$ cat src/design/pkt_filter_cfg.svh
// Constants of the packet framer: register offsets, reset values, field positions.
// Assumes it is included once by bare name from each design file that needs it.
//
// Contract
// RULE1: Marker high byte register, resets to d3.
// RULE2: Marker low byte register, resets to 91.
// RULE3: Fixed mode: size register is exact length.
// RULE4: Variable mode: size register is maximum length.
// RULE5: Quality counter adds one on bit change.
// RULE6: Quality counter subtracts eight on repeated bit.
// RULE7: Marker detection needs counter at four times threshold.
// RULE8: Threshold zero accepts any detected marker.
// RULE9: Discard bit flushes RX FIFO on check failure.
// RULE10: Host keeps one packet, length within FIFO.
// RULE11: Trailer bit appends strength and quality bytes.
// RULE12: Filter 00 none; 01 own address only.
// RULE13: Filter 10 accepts own address or 00.
// RULE14: Filter 11 accepts own, 00 or ff.
// RULE15: Own node address register, resets to zero.
// RULE16: Size mode 00 selects fixed length.
// RULE17: Mode 01 length byte; 10 unbounded length.
// RULE18: Variable length above maximum discards the packet.
// RULE19: First byte after length is destination address.
`ifndef PKT_FILTER_CFG_SVH
`define PKT_FILTER_CFG_SVH

// ********************************************************
// Register offsets
// ********************************************************
`define OFS_MARKER_HIGH 6'h04
`define OFS_MARKER_LOW 6'h05
`define OFS_PACKET_SIZE 6'h06
`define OFS_PKT_HANDLING 6'h07
`define OFS_PKT_AUTOMATION 6'h08
`define OFS_NODE_ADDRESS 6'h09

// ********************************************************
// Reset values
// ********************************************************
`define RST_MARKER_HIGH 8'hd3
`define RST_MARKER_LOW 8'h91
`define RST_PACKET_SIZE 8'hff
`define RST_QUALITY_THR 3'h0
`define RST_BAD_CHECK_DISCARD 1'h0
`define RST_TRAILER_ENABLE 1'h1
`define RST_DEST_FILTER 2'h0
`define RST_SIZE_MODE 2'h1
`define RST_NODE_ADDRESS 8'h00

// ********************************************************
// Field positions in the control registers
// ********************************************************
`define FLD_QUALITY_THR 7:5
`define FLD_BAD_CHECK_DISCARD 3
`define FLD_TRAILER_ENABLE 2
`define FLD_DEST_FILTER 1:0
`define FLD_SIZE_MODE 1:0

// ********************************************************
// Codes and constants
// ********************************************************
`define FILTER_NONE 2'h0
`define FILTER_OWN 2'h1
`define FILTER_OWN_ZERO 2'h2
`define FILTER_OWN_BOTH 2'h3
`define SIZE_FIXED 2'h0
`define SIZE_VARIABLE 2'h1
`define SIZE_UNBOUNDED 2'h2
`define BROADCAST_ZERO 8'h00
`define BROADCAST_ONES 8'hff
`define QUALITY_STEP_UP 1
`define QUALITY_STEP_DOWN 8
`define QUALITY_THR_SCALE 4
`define BIT_COUNT_LAST 3'h7

`endif

$ cat src/design/pkt_filter_pkg.sv
// Types shared by the packet framer, its checker and the testbench.
// Assumes the constants header is compiled alongside.
package pkt_filter_pkg;

   // Configuration fields that steer the receive and transmit paths.
   typedef struct packed {
      logic [15:0] marker;
      logic [7:0] packet_size;
      logic [2:0] quality_thr;
      logic bad_check_discard;
      logic trailer_enable;
      logic [1:0] dest_filter_mode;
      logic [1:0] size_mode;
      logic [7:0] node_address;
   } cfg_type;

   // One byte toward the RX FIFO.
   typedef struct packed {
      logic valid;
      logic [7:0] data;
   } byte_type;

   // Receive state machine.
   typedef enum logic [2:0] {
      ST_HUNT = 3'b000,
      ST_LENGTH = 3'b001,
      ST_ADDRESS = 3'b010,
      ST_PAYLOAD = 3'b011,
      ST_WAIT_CHECK = 3'b100,
      ST_TRAILER_1 = 3'b101,
      ST_TRAILER_2 = 3'b110
   } rx_state_type;

endpackage : pkt_filter_pkg

$ cat src/design/packet_sync_length_address_filter.sv
// Packet framer: marker search, length handling, address filter and trailer.
// Assumes the SPI decoder presents one-cycle register strobes and that the
// demodulator supplies bits, signal strength, link quality and check results.
`include "pkt_filter_cfg.svh"

module packet_sync_length_address_filter
   import pkt_filter_pkg::*;
#(
   parameter int QUALITY_W = 6
) (
   // Clock and reset.
   input wire logic clock,
   input wire logic rst_n,
   // Register port from the SPI decoder.
   input wire logic [5:0] reg_addr,
   input wire logic [7:0] reg_wdata,
   input wire logic reg_write,
   input wire logic reg_read,
   output logic [7:0] reg_rdata,
   // Received bit stream and packet status from the demodulator.
   input wire logic rx_bit_valid,
   input wire logic rx_bit,
   input wire logic rx_stop,
   input wire logic check_valid,
   input wire logic check_ok,
   input wire logic [7:0] signal_strength_reading,
   input wire logic [6:0] link_quality_reading,
   // Toward the RX FIFO.
   output pkt_filter_pkg::byte_type rx_byte,
   output logic rx_flush,
   output logic packet_drop,
   output logic marker_found,
   // Toward the transmitter.
   output logic [15:0] tx_marker,
   output logic [7:0] tx_packet_length,
   output logic [1:0] tx_size_mode
);
   import pkt_filter_pkg::*;

   // ********************************************************
   // Register file
   // ********************************************************
   cfg_type cfg_reg;
   logic [7:0] handling_value;
   logic [7:0] automation_value;
   logic [7:0] read_value;

   // Unused bits of the two control registers read as zero.
   assign handling_value = {cfg_reg.quality_thr, 1'b0, cfg_reg.bad_check_discard,
                            cfg_reg.trailer_enable, cfg_reg.dest_filter_mode};
   assign automation_value = {6'h00, cfg_reg.size_mode};
   assign read_value =
      (reg_addr == `OFS_MARKER_HIGH) ? cfg_reg.marker[15:8] :
      (reg_addr == `OFS_MARKER_LOW) ? cfg_reg.marker[7:0] :
      (reg_addr == `OFS_PACKET_SIZE) ? cfg_reg.packet_size :
      (reg_addr == `OFS_PKT_HANDLING) ? handling_value :
      (reg_addr == `OFS_PKT_AUTOMATION) ? automation_value :
      (reg_addr == `OFS_NODE_ADDRESS) ? cfg_reg.node_address : 8'h00;

   // Register writes; offsets outside the map are ignored.
   always_ff @(posedge clock or negedge rst_n)
   begin
      if (!rst_n)
      begin
         cfg_reg.marker <= {`RST_MARKER_HIGH, `RST_MARKER_LOW}; // [RULE1] [RULE2]
         cfg_reg.packet_size <= `RST_PACKET_SIZE;
         cfg_reg.quality_thr <= `RST_QUALITY_THR;
         cfg_reg.bad_check_discard <= `RST_BAD_CHECK_DISCARD;
         cfg_reg.trailer_enable <= `RST_TRAILER_ENABLE;
         cfg_reg.dest_filter_mode <= `RST_DEST_FILTER;
         cfg_reg.size_mode <= `RST_SIZE_MODE;
         cfg_reg.node_address <= `RST_NODE_ADDRESS; // [RULE15]
      end
      else if (reg_write)
      begin
         case (reg_addr)
            `OFS_MARKER_HIGH: cfg_reg.marker[15:8] <= reg_wdata; // [RULE1]
            `OFS_MARKER_LOW: cfg_reg.marker[7:0] <= reg_wdata; // [RULE2]
            `OFS_PACKET_SIZE: cfg_reg.packet_size <= reg_wdata;
            `OFS_PKT_HANDLING:
            begin
               cfg_reg.quality_thr <= reg_wdata[`FLD_QUALITY_THR];
               cfg_reg.bad_check_discard <= reg_wdata[`FLD_BAD_CHECK_DISCARD];
               cfg_reg.trailer_enable <= reg_wdata[`FLD_TRAILER_ENABLE];
               cfg_reg.dest_filter_mode <= reg_wdata[`FLD_DEST_FILTER];
            end
            `OFS_PKT_AUTOMATION: cfg_reg.size_mode <= reg_wdata[`FLD_SIZE_MODE];
            `OFS_NODE_ADDRESS: cfg_reg.node_address <= reg_wdata;
            default: cfg_reg <= cfg_reg;
         endcase
      end
   end

   // Read data is captured on the read strobe and held until the next one.
   always_ff @(posedge clock or negedge rst_n)
   begin
      if (!rst_n)
         reg_rdata <= 8'h00;
      else if (reg_read)
         reg_rdata <= read_value;
   end

   // ********************************************************
   // Transmit configuration
   // ********************************************************
   // The transmitter takes the same size register and marker as the receiver.
   always_ff @(posedge clock or negedge rst_n)
   begin
      if (!rst_n)
      begin
         tx_marker <= {`RST_MARKER_HIGH, `RST_MARKER_LOW};
         tx_packet_length <= `RST_PACKET_SIZE;
         tx_size_mode <= `RST_SIZE_MODE;
      end
      else
      begin
         tx_marker <= cfg_reg.marker;
         tx_packet_length <= cfg_reg.packet_size; // [RULE3]
         tx_size_mode <= cfg_reg.size_mode;
      end
   end

   // ********************************************************
   // Receive datapath
   // ********************************************************
   rx_state_type state_reg;
   rx_state_type state_next;
   logic [15:0] shift_reg;
   logic [2:0] bit_count_reg;
   logic [7:0] bytes_left_reg;
   logic quality_ok;
   logic [15:0] shift_next;
   logic byte_done;
   logic marker_hit;
   logic [7:0] byte_value;
   logic address_pass;
   logic length_bad;
   logic last_byte;
   logic check_ok_reg;

   preamble_quality #(
      .COUNT_W(QUALITY_W)
   ) quality_unit (
      .clock(clock),
      .rst_n(rst_n),
      .bit_valid(rx_bit_valid),
      .bit_value(rx_bit),
      .quality_thr(cfg_reg.quality_thr),
      .quality_ok(quality_ok)
   );

   // Address filter decode, shared by every filter code.
   function automatic logic filter_accepts(input logic [1:0] mode, input logic [7:0] dest,
                                           input logic [7:0] own);
      logic own_hit;
      own_hit = (dest == own);
      case (mode)
         `FILTER_NONE: filter_accepts = 1'b1; // [RULE12]
         `FILTER_OWN: filter_accepts = own_hit; // [RULE12]
         `FILTER_OWN_ZERO: filter_accepts = own_hit || (dest == `BROADCAST_ZERO); // [RULE13]
         default: filter_accepts = own_hit || (dest == `BROADCAST_ZERO)
                                   || (dest == `BROADCAST_ONES); // [RULE14]
      endcase
   endfunction : filter_accepts

   // Bytes are assembled first bit most significant.
   assign shift_next = {shift_reg[14:0], rx_bit};
   assign byte_value = shift_next[7:0];
   assign byte_done = rx_bit_valid && (bit_count_reg == `BIT_COUNT_LAST);
   assign marker_hit = rx_bit_valid && (shift_next == cfg_reg.marker) && quality_ok; // [RULE7]
   assign address_pass = filter_accepts(cfg_reg.dest_filter_mode, byte_value,
                                        cfg_reg.node_address); // [RULE19]
   assign length_bad = (byte_value > cfg_reg.packet_size); // [RULE4] [RULE18]
   assign last_byte = (bytes_left_reg == 8'h01)
                      && (cfg_reg.size_mode != `SIZE_UNBOUNDED); // [RULE17]

   // Next state of the receive sequence.
   always_comb
   begin
      state_next = state_reg;
      case (state_reg)
         ST_HUNT:
            if (marker_hit)
               state_next = (cfg_reg.size_mode == `SIZE_VARIABLE) ? ST_LENGTH // [RULE17]
                  : (cfg_reg.dest_filter_mode != `FILTER_NONE) ? ST_ADDRESS : ST_PAYLOAD;
         ST_LENGTH:
            if (byte_done)
               state_next = length_bad ? ST_HUNT // [RULE18]
                  : (byte_value == 8'h00) ? ST_WAIT_CHECK
                  : (cfg_reg.dest_filter_mode != `FILTER_NONE) ? ST_ADDRESS : ST_PAYLOAD;
         ST_ADDRESS:
            if (byte_done)
               state_next = !address_pass ? ST_HUNT : last_byte ? ST_WAIT_CHECK : ST_PAYLOAD;
         ST_PAYLOAD:
            if (byte_done && last_byte)
               state_next = ST_WAIT_CHECK;
         ST_WAIT_CHECK:
            if (check_valid)
               state_next = (!check_ok && cfg_reg.bad_check_discard) ? ST_HUNT
                  : cfg_reg.trailer_enable ? ST_TRAILER_1 : ST_HUNT; // [RULE11]
         ST_TRAILER_1: state_next = ST_TRAILER_2;
         ST_TRAILER_2: state_next = ST_HUNT;
         default: state_next = ST_HUNT;
      endcase
      // An aborted reception ends the packet in any state except the two trailer states; unbounded mode relies on it.
      if (rx_stop && (state_reg != ST_TRAILER_1) && (state_reg != ST_TRAILER_2))
         state_next = ST_HUNT;
   end

   // State, bit assembly and remaining byte count.
   always_ff @(posedge clock or negedge rst_n)
   begin
      if (!rst_n)
      begin
         state_reg <= ST_HUNT;
         shift_reg <= 16'h0000;
         bit_count_reg <= 3'h0;
         bytes_left_reg <= 8'h00;
      end
      else
      begin
         state_reg <= state_next;
         if (rx_bit_valid)
            shift_reg <= shift_next;
         if ((state_reg == ST_HUNT) || !rx_bit_valid)
            bit_count_reg <= 3'h0;
         else
            bit_count_reg <= bit_count_reg + 3'h1;
         if (state_reg == ST_HUNT)
            bytes_left_reg <= cfg_reg.packet_size; // [RULE3] [RULE16]
         else if ((state_reg == ST_LENGTH) && byte_done)
            bytes_left_reg <= byte_value; // [RULE17]
         else if (byte_done)
            bytes_left_reg <= bytes_left_reg - 8'h01;
      end
   end

   // Output strobes toward the RX FIFO, all registered.
   always_ff @(posedge clock or negedge rst_n)
   begin
      if (!rst_n)
      begin
         rx_byte <= '0;
         rx_flush <= 1'b0;
         packet_drop <= 1'b0;
         marker_found <= 1'b0;
      end
      else
      begin
         rx_byte.valid <= 1'b0;
         rx_flush <= 1'b0;
         packet_drop <= 1'b0;
         marker_found <= (state_reg == ST_HUNT) && marker_hit; // [RULE8]
         case (state_reg)
            ST_LENGTH, ST_ADDRESS, ST_PAYLOAD:
               if (byte_done)
               begin
                  rx_byte.valid <= 1'b1;
                  rx_byte.data <= byte_value;
                  if (((state_reg == ST_LENGTH) && length_bad)
                      || ((state_reg == ST_ADDRESS) && !address_pass))
                  begin
                     rx_byte.valid <= 1'b0;
                     rx_flush <= 1'b1; // [RULE18] [RULE19]
                     packet_drop <= 1'b1;
                  end
               end
            ST_WAIT_CHECK:
               if (check_valid && !check_ok && cfg_reg.bad_check_discard)
               begin
                  rx_flush <= 1'b1; // [RULE9]
                  packet_drop <= 1'b1;
               end
            ST_TRAILER_1:
            begin
               rx_byte.valid <= 1'b1;
               rx_byte.data <= signal_strength_reading; // [RULE11]
            end
            ST_TRAILER_2:
            begin
               rx_byte.valid <= 1'b1;
               rx_byte.data <= {check_ok_reg, link_quality_reading}; // [RULE11]
            end
            default: rx_byte.data <= rx_byte.data;
         endcase
      end
   end

   // The check result is held so the trailer carries it after check_valid falls.
   always_ff @(posedge clock or negedge rst_n)
   begin
      if (!rst_n)
         check_ok_reg <= 1'b0;
      else if ((state_reg == ST_WAIT_CHECK) && check_valid)
         check_ok_reg <= check_ok;
   end

endmodule : packet_sync_length_address_filter

$ cat src/design/preamble_quality.sv
// Preamble quality estimator: counts bit transitions on the received stream.
// Assumes one bit per cycle at most, flagged by bit_valid.
`include "pkt_filter_cfg.svh"

module preamble_quality #(
   parameter int COUNT_W = 6
) (
   // Clock and reset.
   input wire logic clock,
   input wire logic rst_n,
   // Received bits.
   input wire logic bit_valid,
   input wire logic bit_value,
   // Threshold field and the gate it produces.
   input wire logic [2:0] quality_thr,
   output logic quality_ok
);
   logic [COUNT_W-1:0] count_reg;
   logic [COUNT_W-1:0] count_next;
   logic prev_reg;
   logic [COUNT_W-1:0] count_max;
   logic [COUNT_W:0] threshold;

   // The counter saturates at both ends so noise cannot wrap it into a false pass.
   assign count_max = '1;
   assign count_next = (bit_value != prev_reg)
      ? ((count_reg == count_max) ? count_reg
         : count_reg + COUNT_W'(`QUALITY_STEP_UP)) // [RULE5]
      : ((count_reg < COUNT_W'(`QUALITY_STEP_DOWN)) ? '0
         : count_reg - COUNT_W'(`QUALITY_STEP_DOWN)); // [RULE6]
   assign threshold = (COUNT_W+1)'(quality_thr) * (COUNT_W+1)'(`QUALITY_THR_SCALE);
   assign quality_ok = (quality_thr == 3'h0) // [RULE8]
      || ({1'b0, count_reg} >= threshold); // [RULE7]

   // Counter and previous bit update on each received bit.
   always_ff @(posedge clock or negedge rst_n)
   begin
      if (!rst_n)
      begin
         count_reg <= '0;
         prev_reg <= 1'b0;
      end
      else if (bit_valid)
      begin
         count_reg <= count_next;
         prev_reg <= bit_value;
      end
   end

endmodule : preamble_quality

$ cat config.mk
export PLATFORM = sky130hd
export DESIGN_NAME = packet_sync_length_address_filter
export DESIGN_NICKNAME = d
export VERILOG_FILES = /design/src/design/pkt_filter_pkg.sv /design/src/design/packet_sync_length_address_filter.sv /design/src/design/preamble_quality.sv
export VERILOG_INCLUDE_DIRS = /design/src /design/src/design
export SDC_FILE = /design/constraint.sdc
export NUM_CORES = 1
export LEC_CHECK = 0
export BUFFER_PORTS_ARGS = -buffer_cell sky130_fd_sc_hd__buf_4
export CAP_MARGIN = 20
export CELL_PAD_IN_SITES_DETAIL_PLACEMENT = 2
export CELL_PAD_IN_SITES_GLOBAL_PLACEMENT = 2
export CORE_UTILIZATION = 41
export DETAILED_ROUTE_END_ITERATION = 16
export HOLD_SLACK_MARGIN = 0.12
export PLACE_DENSITY = 0.83
export RECOVER_POWER = 50
export SYNTH_ARGS = -nofsm -noshare
export SYNTH_HDL_FRONTEND = slang
export SYNTH_SLANG_ARGS = --single-unit
$ cat constraint.sdc
create_clock -name clock -period 4.39 [get_ports clock]
set_clock_uncertainty 0.05 [all_clocks]
set_input_delay 0.439 -clock clock [delete_from_list [all_inputs] [get_ports clock]]
set_output_delay 0.439 -clock clock [all_outputs]
set_load 0.03 [all_outputs]
[Word-level counts from Yosys, hierarchy flattened]
Index checks and enable logic that the tools add are counted.
Cells by class
  multiplexer cells: 37
  reductions and logical operators: 41
  add/subtract/negate cells: 4
  magnitude comparators: 3
  equal/unequal tests: 32
Operator list (number)
  two-way mux 8 bit: 9
  two-way mux 3 bit: 14
  equality test 6 x 3 -> 1 bit (second input constant): 4
  case mux 8 bit (3 select lines): 1
  != test 3 bit (second input constant): 7
  two-way mux 6 bit: 3
  case mux 3 bit (6 select lines): 1
  equality test 16 bit: 1
  AND reduction 2 bit: 8
  logical AND 1 bit: 15
  equality test 3 bit (second input constant): 4
  equality test 6 x 4 -> 1 bit (second input constant): 2
  two-way mux 9 bit: 1
  equality test 8 x 1 -> 1 bit (second input constant): 1
  equality test 8 bit: 1
  equality test 8 bit (second input constant): 1
  greater-than comparator 8 bit: 1
  zero test 8 bit: 1
  subtractor 8 x 1 -> 8 bit (second input constant): 1
  adder 6 x 1 -> 6 bit (second input constant): 1
  equality test 3 x 2 -> 1 bit (second input constant): 2
  equality test 6 bit (second input constant): 1
  >= comparator 6 x 5 -> 1 bit: 1
  zero test 3 bit: 2
  other kinds (19): 34
Storage, ports and cells
  logic and storage cells: 141
  output and inout bits: 46
  register bits after elaboration: 123

[Logic depth before layout (Yosys ltp)]
  depth after elaboration: 10
  mapped depth: 9
  depth with buffers taken out: 8

[Cells and area by module]
Synthesis repeated with hierarchy kept, for this count alone.
Second synthesis, totals
  cells, all modules: 550
  area, all modules: 6152.2 sq um
Modules (own cells, without submodules)
  packet_sync_length_address_filter: cells an instance 488, instances 1, sequential area each 2946.6 sq um, area an instance 5567.8 sq um
  preamble_quality: cells an instance 62, instances 1, sequential area each 175.2 sq um, area an instance 584.3 sq um

[Worst setup path after synthesis]
Ideal clock, no wire load.
  kind: input to register
  from: input rx_bit
  to: register packet_drop
  library setup time: 0.101 ns
  data arrival time: 1.980 ns
  stages on the path: 9
  path buffers: 1
  slack: 2.259 ns
  cells stage by stage: clkbuf_1 -> inv_1 -> ha_1 -> or4b_4 -> nor4_4 -> o31ai_2 -> nand2_1 -> o22a_1 -> o32ai_1
Between the ends
  cells in the longest elaborated chain, start to end: 10
  elaborated cells on any way between the ends: 14
RTL lines
  from (decl): line packet_sync_length_address_filter.sv:22  | input wire logic rx_bit,
  equality test 8 bit or zero test 8 bit (tied branches)
  logical OR 1 bit: line packet_sync_length_address_filter.sv:160, packet_sync_length_address_filter.sv:161
  logical OR 1 bit: line packet_sync_length_address_filter.sv:161  | default: filter_accepts = own_hit || (dest == `BROADCAST_ZERO)
  case mux 1 bit (3 select lines): line packet_sync_length_address_filter.sv:157  | case (mode)
  zero test 1 bit: line packet_sync_length_address_filter.sv:261  | || ((state_reg == ST_ADDRESS) && !address_pass))
  logical AND 1 bit: line packet_sync_length_address_filter.sv:261
  logical OR 1 bit *: line packet_sync_length_address_filter.sv:261
  two-way mux 1 bit *: line packet_sync_length_address_filter.sv:260  | if (((state_reg == ST_LENGTH) && length_bad)
  two-way mux 1 bit *: line packet_sync_length_address_filter.sv:256  | if (byte_done)
  case mux 1 bit (2 select lines) *: line packet_sync_length_address_filter.sv:254  | case (state_reg)
  to (signal assigned): line packet_sync_length_address_filter.sv:252  | packet_drop <= 1'b0;
  to (signal assigned): line packet_sync_length_address_filter.sv:265  | packet_drop <= 1'b1;
  to (signal assigned): line packet_sync_length_address_filter.sv:272  | packet_drop <= 1'b1;
  to (decl): line packet_sync_length_address_filter.sv:31  | output logic packet_drop,
Mark *: on every way between the ends. The rest lies on a longest branch, timed or not.
A chain may end at the register's enable or synchronous reset.

[Worst setup path in the final report]
  from: input rx_bit_valid
  to: register rx_byte[6] in the netlist's numbering
Between the ends
  cells in the longest elaborated chain, start to end: 3
RTL lines
  from (decl): line packet_sync_length_address_filter.sv:21  | input wire logic rx_bit_valid,
  logical AND 1 bit: line packet_sync_length_address_filter.sv:169  | assign byte_done = rx_bit_valid && (bit_count_reg == `BIT_COUNT_LAST);
  != test 2 bit (no source line)
  AND reduction 2 bit (no source line)
  to (decl): line packet_sync_length_address_filter.sv:29  | output pkt_filter_pkg::byte_type rx_byte,
No other way between the ends.

==> run_results.csv <==
group,metric,value,unit
run_status,status,"finished with violations",
run_status,failed_checks,"max-capacitance violations, max-slew violations",
placement,dpl-instance-area,6830,sq um
power_and_ir_drop,p_per_area,635,nW/um^2
sta,hold_ws,0.222,ns
sta,slew-limit-headroom,-77.1,%
hold_path,hp-class,"in2reg",
cts,cts_buffers,17,
cts,post_cts_buffers,0,
die,die_w,124,microns
grt,grt_overflow,0,
cts,worstSkewPairLatency,0.43,ns
synth,synthTopCellsByArea,"dfrtp_1 (36%), dfstp_2 (15%), mux2_2 (11%)",
sta,slew_violations,78,
cells_and_area,largest_register_ffs,39,
route,drt_wl_total,21.9,mm
cts,cts_tree,"yes",
cts,clkTransAtPathRegs,0.06,ns
cts,cts_sinks,122,
route,ant_nets,0,
synth,synth_nets,618,
synth,synth_top_area_cell,"dfrtp_1",
route,post_drt_wl_per_cell,26.4,microns
power_and_ir_drop,vdd_drop_max,0.287,mV
synth,synth_top_cell_area_share,35.6,%
synth,synth_area_per_cell,10.9,sq um
cts,ctsHoldBuffers,1,
synth,yosys_most_used_dff,"dfrtp_1",
power_and_ir_drop,leakagePower,3.11,nW
sta,post-route-period-util,76.0,%
route,num_vias,4994,
synth,synth.most_common_cell,"dfrtp_1",
setup_path,critPathMaxFanout,30,
grt,groute.usage.overall,30.6,%
route,via_per_inst,6.02,
die,initial_utilization,42.1,%
sta,fin_setup_tns,0,ns
cells_and_area,nNetsFinal,692,
die,io_pins,84,
cts,cts_max_level,4,
placement,portBuffers,83,
grt,grt_pass1_vias,5593,
route,drt_iter0_drc,282,
sta,setup_ws,1.05,ns
die,fp.dieH,124,microns
sta,rsz0062_at_grt,"false",
setup_path,cp-end-kind,"flop",
synth,synth-seq-cells,122,
die,dieArea,15400,sq um
sta,layout_min_cycle_time,3.34,ns
power_and_ir_drop,power.total,4.60,mW
setup_path,critPathKind,"in2reg",
synth,syn_inst,559,
synth,synthArstFlopShare,100,%
setup_path,start_kind,"input port",
setup_path,required,4.68,ns
grt,antenna_found_initial,0,
synth,ys_warn_count,0,
route,first_pass_iters,5,
grt,grt_pass1_wl,33.9,mm
synth,ys_top_cells_by_count,"dfrtp_1 (87), mux2_2 (58), nor2_1 (46)",
placement,dp_hpwl,14.3,mm
cts,cts_resized,0,
cells_and_area,utilization,49.8,%
placement,dp_cells,797,
die,num_rows,44,
synth,syn-cell-area,6110,sq um
placement,globalplace.congestion,0.813,
cts,clock-root-buffer,"clkbuf_16",
cells_and_area,diodes,0,
sta,tightest_slew,2.66,ns
sta,setup_viol,0,
synth,ys_types,61,
synth,synth-edff-count,0,
cells_and_area,drive_gt1_share,23.1,%
cells_and_area,areaGrowthSynthToFinish,18.4,%
cells_and_area,fin_cells,830,
route,drc_errors,0,
grt,grt_max_degree,47,
die,core-area,14500,sq um
synth,ys_seq_area_share,50.6,%
cts,clock_path_buffers,2,
sta,timing.fmax,300,MHz
setup_path,cp.arrival,3.63,ns
placement,place_ws,1.76,ns
cells_and_area,fin_area,7240,sq um
job,maxCapViolCount,2,
sta,finalHoldViolations,0,
-- power breakdown --
part | total (mW) | switching, mW | internal [mW]
combinational | 1.43 | 0.922 | 0.510
sequential | 1.77 | 0.360 | 1.41
clock | 1.40 | 0.540 | 0.863
-- final cells by class --
cell class | count | area, sq um
fillers | 1502 | 7290
flip-flops and latches | 122 | 3100
multi-input cells | 377 | 2760
repair buffers | 87 | 472
clock buffers | 21 | 460
well taps | 184 | 230
clock inverters | 11 | 123
inverters | 28 | 105
-- layer usage --
metal	track usage [%]	routed length, microns	up-vias
li1	-	-	2170
met1	38.9	9230	2624
met2	51.1	11100	159
met3	5.49	978	41
met4	13.2	611	0
met5	0	0	-
-- kinds of logic after synthesis --
group | after synthesis | synth area share, %
adder cells (fa/ha/maj) | 21 | 4.30
AO/OA/AOI/OAI | 133 | 15.0
multiplexers | 61 | 11.2
AND/OR/NAND/NOR | 138 | 11.2
buffers and inverters | 60 | 4.30
XOR/XNOR | 24 | 3.44
flip-flops | 122 | 50.6
-- placed cells by master, fill, tap and decap left out, types with 11 or more instances in the layout --
master,instances
clkbuf_16,17
a21oi_1,36
inv_1,28
mux2_2,56
dfstp_1,17
a22oi_1,11
xnor2_1,14
dfrtp_1,87
nor2_1,46
ha_1,21
o21ai_0,24
clkbuf_1,51
nand2_1,31
buf_4,37
dfstp_2,18
-- path summary, 6_finish.rpt --
kind                            cells after the start                       endpoint  slack [ns]                     start
max in group asynchronous                           3         rx_byte[5]$_DFFE_PN0P_        1.24                     rst_n
worst max-delay path                                5         rx_byte[6]$_DFFE_PN0P_        1.05              rx_bit_valid
worst min-delay path                                2       check_ok_reg$_DFFE_PN0P_        0.22                  check_ok
min in group asynchronous                           2       reg_rdata[1]$_DFFE_PN0P_        1.35                     rst_n
worst min register to register                      0  tx_packet_length[1]$_DFF_PN1_        0.35   cfg_reg[18]$_DFFE_PN1P_
worst max register to register                      6  bytes_left_reg[6]$_DFFE_PN0P_        1.58  state_reg[0]$_DFFE_PN0P_
-- critical path, stage by stage --
cell and delay [ns]:
clkbuf_1 1.15, nand2_1 0.85, a21oi_1 0.79, a21oi_1 0.20
a21oi_1 0.19
No activity file was read; power rests on OpenSTA's default activity.
